==> src/core/shutter_cmd_pkg.sv <==
/*
  Constants, types and command decoders for the shutter command interpreter.
  Assumes one 100 MHz clock domain and a byte link on the same clock.
*/
// Behaviour
// RL1 - Byte commands; collect all parameter bytes first
// RL2 - Classify byte as shutter or special command
// RL3 - Send completion byte 0x0d after each command
// RL4 - Byte 0xaa opens the shutter
// RL5 - Byte 0xac closes the shutter
// RL6 - Byte 0xdc selects fast motion mode
// RL7 - Byte 0xdd selects soft motion mode
// RL8 - Byte 0xde plus microsteps 1..144 sets attenuation
// RL9 - Prefix 0xfa 0xf0 plus 16-bit repeat count
// RL10 - Count above 65000 means unlimited repeats
// RL11 - Prefix 0xf1 arms autorun at power-up
// RL12 - Prefix 0xf2 starts autorun on trigger pulse
// RL13 - Prefix 0xf3 starts autorun at once
// RL14 - Byte 0xfb resets and reloads saved configuration
// RL15 - Byte 0xfd reports controller type
// RL16 - Completion byte withheld until command fully done
package shutter_cmd_pkg;

  // ==========================================================
  // Command and answer bytes
  localparam logic [7:0] CMD_OPEN = 8'haa;
  localparam logic [7:0] CMD_CLOSE = 8'hac;
  localparam logic [7:0] CMD_FAST = 8'hdc;
  localparam logic [7:0] CMD_SOFT = 8'hdd;
  localparam logic [7:0] CMD_ATTEN = 8'hde;
  localparam logic [7:0] CMD_PREFIX = 8'hfa;
  localparam logic [7:0] CMD_RELOAD = 8'hfb;
  localparam logic [7:0] CMD_QUERY = 8'hfd;
  localparam logic [7:0] SUB_COUNT = 8'hf0;
  localparam logic [7:0] SUB_POWER_UP = 8'hf1;
  localparam logic [7:0] SUB_TRIGGER = 8'hf2;
  localparam logic [7:0] SUB_NOW = 8'hf3;
  localparam logic [7:0] DONE_BYTE = 8'h0d;

  // ==========================================================
  // Limits and reset values
  localparam logic [7:0] STEPS_MIN = 8'h01;
  localparam logic [7:0] STEPS_MAX = 8'h90;
  localparam logic [15:0] COUNT_MAX = 16'hfde8;
  localparam logic [15:0] COUNT_RST = 16'h0000;
  localparam logic [7:0] STEPS_RST = 8'h01;

  // Interpreter states
  typedef enum logic [2:0] {
    ST_IDLE = 3'b000,
    ST_PREFIX = 3'b001,
    ST_STEPS = 3'b010,
    ST_CNT_HI = 3'b011,
    ST_CNT_LO = 3'b100,
    ST_TYPE = 3'b101,
    ST_DONE = 3'b110
  } state_type;

  // Shutter motion modes
  typedef enum logic [1:0] {
    MODE_FAST = 2'b00,
    MODE_SOFT = 2'b01,
    MODE_ATTEN = 2'b10
  } mode_type;

  // ==========================================================
  // Command decoders
  // True for a byte that is one of the shutter commands
  function automatic logic is_shutter_cmd(input logic [7:0] b);
    is_shutter_cmd = (b == CMD_OPEN) || (b == CMD_CLOSE) || (b == CMD_FAST) ||
                     (b == CMD_SOFT) || (b == CMD_ATTEN);
  endfunction

  // True for a single-byte or prefix special command
  function automatic logic is_special_cmd(input logic [7:0] b);
    is_special_cmd = (b == CMD_PREFIX) || (b == CMD_RELOAD) || (b == CMD_QUERY);
  endfunction

endpackage

==> src/core/shutter_command_interpreter.sv <==
/*
  Byte command interpreter for a motorised shutter controller.
  Assumes received bytes arrive as one-cycle strobes on i_sys_clk, and that
  the host waits for the completion byte before sending the next command.
*/
`timescale 1ns/100ps
module shutter_command_interpreter
  import shutter_cmd_pkg::*;
#(
  parameter logic [7:0] CTRL_TYPE = 8'h5a  // Type answer; value is arbitrary
) (
  input wire logic i_sys_clk,
  input wire logic i_rst_n,
  input wire logic [7:0] i_rx_byte,
  input wire logic i_rx_valid,
  input wire logic i_tx_ready,
  input wire logic i_trig,
  output logic [7:0] o_tx_byte,
  output logic o_tx_valid,
  output logic o_shutter_open,
  output logic [1:0] o_motion_mode,
  output logic [7:0] o_steps,
  output logic [15:0] o_repeat_count,
  output logic o_repeat_infinite,
  output logic o_autorun_power_up,
  output logic o_autorun_on_trig,
  output logic o_autorun_start,
  output logic o_reload_cfg
);

  // ==========================================================
  // State
  state_type st_r, st_nxt;  // Interpreter position
  logic [7:0] cnt_hi_r, cnt_hi_nxt;  // High byte of repeat count
  logic [7:0] tx_byte_r, tx_byte_nxt;  // Byte offered to host
  logic tx_valid_r, tx_valid_nxt;  // Offer pending
  logic open_r, open_nxt;  // Shutter commanded open
  mode_type mode_r, mode_nxt;  // Motion mode
  logic [7:0] steps_r, steps_nxt;  // Attenuation microsteps
  logic [15:0] count_r, count_nxt;  // Autorun repeat count
  logic inf_r, inf_nxt;  // Unlimited repeats
  logic pwr_r, pwr_nxt;  // Autorun at power-up
  logic trg_r, trg_nxt;  // Autorun armed on trigger
  logic start_r, start_nxt;  // Autorun start pulse
  logic reload_r, reload_nxt;  // Reload request pulse
  logic trig_s1_r, trig_s2_r, trig_s3_r;  // Trigger synchroniser and edge stage
  logic trig_rise;  // Synchronised rising edge
  logic [15:0] full_count;  // Assembled repeat count

  // Trigger edge, from the second synchroniser flop and the third, edge-stage flop
  assign trig_rise = trig_s2_r & ~trig_s3_r;
  assign full_count = {cnt_hi_r, i_rx_byte};

  // ==========================================================
  // Next-state logic
  always_comb begin
    st_nxt = st_r;
    cnt_hi_nxt = cnt_hi_r;
    tx_byte_nxt = tx_byte_r;
    tx_valid_nxt = tx_valid_r;
    open_nxt = open_r;
    mode_nxt = mode_r;
    steps_nxt = steps_r;
    count_nxt = count_r;
    inf_nxt = inf_r;
    pwr_nxt = pwr_r;
    trg_nxt = trg_r;
    start_nxt = 1'b0;
    reload_nxt = 1'b0;
    if (trg_r && trig_rise) begin  // Armed trigger fires once, then disarms
      start_nxt = 1'b1;  // RL12
      trg_nxt = 1'b0;
    end
    case (st_r)
      ST_IDLE: begin
        if (i_rx_valid) begin
          if (is_shutter_cmd(i_rx_byte)) begin  // RL2
            st_nxt = ST_DONE;
            tx_valid_nxt = 1'b1;
            tx_byte_nxt = DONE_BYTE;
            case (i_rx_byte)
              CMD_OPEN: open_nxt = 1'b1;  // RL4
              CMD_CLOSE: open_nxt = 1'b0;  // RL5
              CMD_FAST: mode_nxt = MODE_FAST;  // RL6
              CMD_SOFT: mode_nxt = MODE_SOFT;  // RL7
              default: begin  // Attenuation waits for its step byte
                st_nxt = ST_STEPS;  // RL1
                tx_valid_nxt = 1'b0;
              end
            endcase
          end else if (is_special_cmd(i_rx_byte)) begin  // RL2
            case (i_rx_byte)
              CMD_PREFIX: st_nxt = ST_PREFIX;  // RL1
              CMD_RELOAD: begin  // Shutter, mode, steps and trigger arm fall back, store outside rewrites them
                reload_nxt = 1'b1;  // RL14
                open_nxt = 1'b0;
                mode_nxt = MODE_FAST;
                steps_nxt = STEPS_RST;
                trg_nxt = 1'b0;
                st_nxt = ST_DONE;
                tx_valid_nxt = 1'b1;
                tx_byte_nxt = DONE_BYTE;
              end
              default: begin
                st_nxt = ST_TYPE;  // RL15
                tx_valid_nxt = 1'b1;
                tx_byte_nxt = CTRL_TYPE;
              end
            endcase
          end  // Unknown bytes are dropped with no answer
        end
      end
      ST_PREFIX: begin
        if (i_rx_valid) begin
          st_nxt = ST_DONE;
          tx_valid_nxt = 1'b1;  // RL3
          tx_byte_nxt = DONE_BYTE;
          case (i_rx_byte)
            SUB_COUNT: begin
              st_nxt = ST_CNT_HI;  // RL9
              tx_valid_nxt = 1'b0;  // RL16
            end
            SUB_POWER_UP: pwr_nxt = 1'b1;  // RL11
            SUB_TRIGGER: trg_nxt = 1'b1;  // RL12
            SUB_NOW: start_nxt = 1'b1;  // RL13
            default: st_nxt = ST_DONE;  // Unknown prefix options still complete
          endcase
        end
      end
      ST_STEPS: begin  // Out-of-range counts leave the position untouched
        if (i_rx_valid) begin
          if (i_rx_byte >= STEPS_MIN && i_rx_byte <= STEPS_MAX) begin
            steps_nxt = i_rx_byte;  // RL8
            mode_nxt = MODE_ATTEN;
          end
          st_nxt = ST_DONE;
          tx_valid_nxt = 1'b1;  // RL16
          tx_byte_nxt = DONE_BYTE;
        end
      end
      ST_CNT_HI: begin
        if (i_rx_valid) begin
          cnt_hi_nxt = i_rx_byte;  // RL9
          st_nxt = ST_CNT_LO;
        end
      end
      ST_CNT_LO: begin
        if (i_rx_valid) begin
          count_nxt = full_count;  // RL9
          inf_nxt = (full_count > COUNT_MAX);  // RL10
          st_nxt = ST_DONE;
          tx_valid_nxt = 1'b1;  // RL16
          tx_byte_nxt = DONE_BYTE;
        end
      end
      ST_TYPE: begin  // Type byte is followed by the completion byte
        if (i_tx_ready) begin
          st_nxt = ST_DONE;
          tx_byte_nxt = DONE_BYTE;  // RL3
        end
      end
      ST_DONE: begin
        if (i_tx_ready) begin
          st_nxt = ST_IDLE;
          tx_valid_nxt = 1'b0;
        end
      end
      default: begin
        st_nxt = ST_IDLE;
        tx_valid_nxt = 1'b0;
      end
    endcase
  end

  // ==========================================================
  // Registers
  always_ff @(posedge i_sys_clk or negedge i_rst_n) begin
    if (!i_rst_n) begin
      st_r <= ST_IDLE;
      cnt_hi_r <= 8'h00;
      tx_byte_r <= DONE_BYTE;
      tx_valid_r <= 1'b0;
      open_r <= 1'b0;
      mode_r <= MODE_FAST;
      steps_r <= STEPS_RST;
      count_r <= COUNT_RST;
      inf_r <= 1'b0;
      pwr_r <= 1'b0;
      trg_r <= 1'b0;
      start_r <= 1'b0;
      reload_r <= 1'b0;
      trig_s1_r <= 1'b0;
      trig_s2_r <= 1'b0;
      trig_s3_r <= 1'b0;
    end else begin
      st_r <= st_nxt;
      cnt_hi_r <= cnt_hi_nxt;
      tx_byte_r <= tx_byte_nxt;
      tx_valid_r <= tx_valid_nxt;
      open_r <= open_nxt;
      mode_r <= mode_nxt;
      steps_r <= steps_nxt;
      count_r <= count_nxt;
      inf_r <= inf_nxt;
      pwr_r <= pwr_nxt;
      trg_r <= trg_nxt;
      start_r <= start_nxt;
      reload_r <= reload_nxt;
      trig_s1_r <= i_trig;  // Two flops against metastability, a third for the edge
      trig_s2_r <= trig_s1_r;
      trig_s3_r <= trig_s2_r;
    end
  end

  assign o_tx_byte = tx_byte_r;
  assign o_tx_valid = tx_valid_r;
  assign o_shutter_open = open_r;
  assign o_motion_mode = mode_r;
  assign o_steps = steps_r;
  assign o_repeat_count = count_r;
  assign o_repeat_infinite = inf_r;
  assign o_autorun_power_up = pwr_r;
  assign o_autorun_on_trig = trg_r;
  assign o_autorun_start = start_r;
  assign o_reload_cfg = reload_r;

  logic idle_rx;
  assign idle_rx = (st_r == ST_IDLE) && i_rx_valid;
endmodule

==> config.mk <==
export PLATFORM = sky130hd
export DESIGN_NAME = shutter_command_interpreter
export DESIGN_NICKNAME = d
export VERILOG_FILES = /design/src/core/shutter_cmd_pkg.sv /design/src/core/shutter_command_interpreter.sv
export SDC_FILE = /design/constraint.sdc
export NUM_CORES = 1
export LEC_CHECK = 0
export BUFFER_PORTS_ARGS = -buffer_cell sky130_fd_sc_hd__buf_2
export CORE_MARGIN = 5
export CORE_UTILIZATION = 54
export DETAILED_ROUTE_END_ITERATION = 8
export PLACE_DENSITY = 0.83
export SLEW_MARGIN = 20
export SYNTH_ARGS = -nofsm -noshare
export SYNTH_HDL_FRONTEND = slang
export SYNTH_SLANG_ARGS = --single-unit
==> constraint.sdc <==
create_clock -name i_sys_clk -period 2.4 [get_ports i_sys_clk]
set_input_delay 0.48 -clock i_sys_clk [delete_from_list [all_inputs] [get_ports i_sys_clk]]
set_output_delay 0.48 -clock i_sys_clk [all_outputs]
set_load 0.01 [all_outputs]
==> summary.txt <==
Status
  • Status: finished, final reports clean

Floorplanning
  • Die H: 78.6 um
  • Initial core utilization: 54.8%
  • Core area: 4630 um2
  • Rows: 25
  • Die width: 78.6 um
  • # IOs: 54
  • Die Area: 6170 um2

Timing
  • Fin crit period: 2050 ps
  • Rel. slew slack: 58.3%
  • Fin crit share: 85.4%
  • Worst setup margin: 350 ps
  • Clock skew: 7.93 ps
  • Final hold vios: 0
  • Setup violators final: 0
  • Slew @ Worst Pin: 617 ps
  • Max frequency: 488 MHz
  • Final setup TNS: 0 ps
  • Unrepaired setup endpoints after global routing: false
  • Fin. max-slew vios: 0

Drt
  • Antenna-violating nets left: 0
  • DR WL/cell: 17.0 um
  • Drc violations: 0
  • Iteration-0 DRC Markers: 136
  • Vias per cell: 5.80
  • TritonRoute pass-1 iters: 4
  • Drt total wl: 5770 um
  • Vias after detailed routing: 1971

Finish
  • Fin nets: 298
  • ANT cells: 0
  • Share of layout cells above drive strength 1: 36.0%
  • Post-layout util: 62.4%
  • Syn-to-layout area delta: 13.8%

CTS
  • # clock sinks: 49
  • Maximum clock path buffer count: 2
  • CTS Root Cell: clkbuf_8
  • H-tree depth: 2
  • Worst-path clk slew: 90 ps
  • Clock Latency Late Sink: 300 ps
  • TritonCTS Buffers: 5
  • CTS tree: built
  • CTS Hold Bufs: 0
  • # resized after CTS: 0
  • Setup Buffers After CTS: 0

Global route
  • Number of global-route vias before repair: 2040
  • Largest net degree at the start of global routing: 23
  • Met1 Resource Use GR: 28.4%
  • GRT Total Usage: 20.4%
  • Met2 Use GR: 33.1%
  • Total grt overflow: 0
  • Busiest grt layer: met2
  • Initial antenna violation count: 0
  • GR met3 Demand/Resource: 3.90%
  • First-pass GRT wire length: 10100 um

Worst setup path
  • R2R Setup Slk: 350 ps
  • Critical path required time: 2590 ps
  • Reg-to-reg startpoint: st_r[0]
  • WP data arrival: 2240 ps
  • R2r worst-path depth: 5
  • Critical path class: reg2reg
  • CP Launch Type: register
  • CP endpoint kind: register
  • CP max FO: 14
  • RR Endpoint: o_tx_valid

Placement
  • DP HPWL: 4220 um
  • Port Buffers: 50
  • Place WS: 98.0 ps
  • RD Place Congestion: 0.894

Synth
  • Share of the yosys chip area belonging to registers: 48.4%
  • Main synth FF type: dfrtp_1
  • Mapped Cells: 238
  • Post-synth top cells: dfrtp_1, mux2_2, nand2_1
  • Share of synthesized registers carrying an async set or reset: 100%
  • Post-synth EDFFs: 0
  • Syn Std Cell Area: 2540 um2
  • Yosys top cell by area: dfrtp_1
  • Top-count cell post-synth: dfrtp_1
  • Synth Warn #: 0
  • Syn Area/Cell: 10.7 um2
  • Post-synthesis register bit count: 49
  • Synth top area share: 46.4%
  • Synth unique cells: 54
  • Top cells by area, synth: dfrtp_1, mux2_2, o21ai_0, mux2i_1, nand2_1

Power and ir drop
  • VDD IR max: 0.000592 V
  • Cell Pwr Density: 1100 nW/um2
  • Clk pwr share: 15.3%
  • NetSw: 1.19 mW
  • Sw Ratio: 37.4%
  • Pint: 1.99 mW
  • Comb pwr share: 42.6%
  • Register share of total power: 42.2%
  • Leak: 1.33 nW

Hold path
  • HP Class: in2async

Flow run
  • Max Cap Viol: 0
-- placed cells by master (no fill, tap or decap), types with 2 or more instances in the layout --
cell type	netlist	routed
buf_2	6	50
dfrtp_1	47	47
mux2_2	24	24
nand2_1	18	18
o21ai_0	16	16
inv_1	14	14
buf_4	6	11
mux2i_1	7	7
nor3_1	6	6
o21a_1	6	6
nor2_1	5	5
clkbuf_8	0	5
nor2b_1	4	4
nand4_1	4	4
nand3_1	4	4
nand2b_1	3	3
nand3b_1	3	3
o32ai_1	3	3
a21oi_1	3	3
and2_1	3	3
o31ai_1	3	3
a32oi_1	3	3
conb_1	2	3
or2_2	2	2
or3_1	2	2
nand4b_1	2	2
a211oi_1	2	2
xnor2_1	2	2
or4_1	2	2
o41ai_1	2	2
o21bai_1	2	2
dfstp_2	2	2
-- per-layer routing --
metal | share of wire [%] | routed length (um) | vias to the layer above
met3 | 5.4 | 313 | 7
met1 | 45 | 2620 | 964
met5 | 0 | 0 | -
li1 | - | - | 937
met2 | 48 | 2790 | 63
met4 | 0.73 | 42 | 0
-- state kept, by name, indices dropped and copies added, names as in the netlist, 2 cells and up --
register and cells:
o_repeat_count 16, st_r 3, o_motion_mode 2, cnt_hi_r 8, o_tx_byte 2, o_steps 8
-- per-stage QoR --
step,instance area [um2],power (mW),hold WS [ps],std cells
after detailed placement,2800,2.72,335,332
after CTS,2890,3.21,140,340
after floorplan,2540,2.27,184,239
after global placement,2800,2.68,336,332
after global routing,2890,3.43,172,340
final,2890,3.19,135,340
-- critical path, stage by stage (launching register included) --
cell,delay (ps)
dfrtp_1,540
nor2_1,480
buf_4,230
nand3_1,80
a32oi_1,260
mux2_2,360
-- cells by family (layout without fill, tap and decap cells) --
kind of cell              after synthesis  after routing  synth area share, %
AOI/OAI and AO/OA                      50             50                 13.9
xor gates and xnor gates                3              3                 1.04
buffers and inverters                  36             83                 7.74
DFF                                    49             49                 48.4
muxes                                  32             32                 14.0
other                                   2              3                0.296
and+or+nand+nor                        66             66                 14.6
-- power by group through the flow --
stage | logic, mW | registers, mW | clock network, mW
after floorplan | 0.879 | 1.39 | 0
after global routing | 1.51 | 1.39 | 0.530
after detailed placement | 1.36 | 1.36 | 0
final | 1.36 | 1.34 | 0.487
after CTS | 1.37 | 1.35 | 0.499
after global placement | 1.33 | 1.35 | 0
-- how the worst max path moves through the flow --
stage	startpoint	cells after the start	slack [ps]	to
2_1_floorplan	i_rx_byte[3]	7	270	o_steps[0]
3_3_place_gp	i_rx_byte[2]	7	210	o_steps[3]
3_5_place_dp	i_rx_byte[2]	7	100	o_steps[6]
4_1_cts	st_r[0]	5	370	o_tx_valid
5_1_grt	i_rx_byte[2]	7	250	o_steps[4]
6_report	st_r[0]	5	350	o_tx_valid
-- cell type report --
cell class	instances	area [um2]
multi-input combinational	154	1120
clock inverter	3	21.3
sequential	49	1230
inverter	14	52.6
fill	407	1740
tap	54	67.6
clock buffer	5	68.8
timing repair buffer	61	333
(Power assumes the default switching activity.)
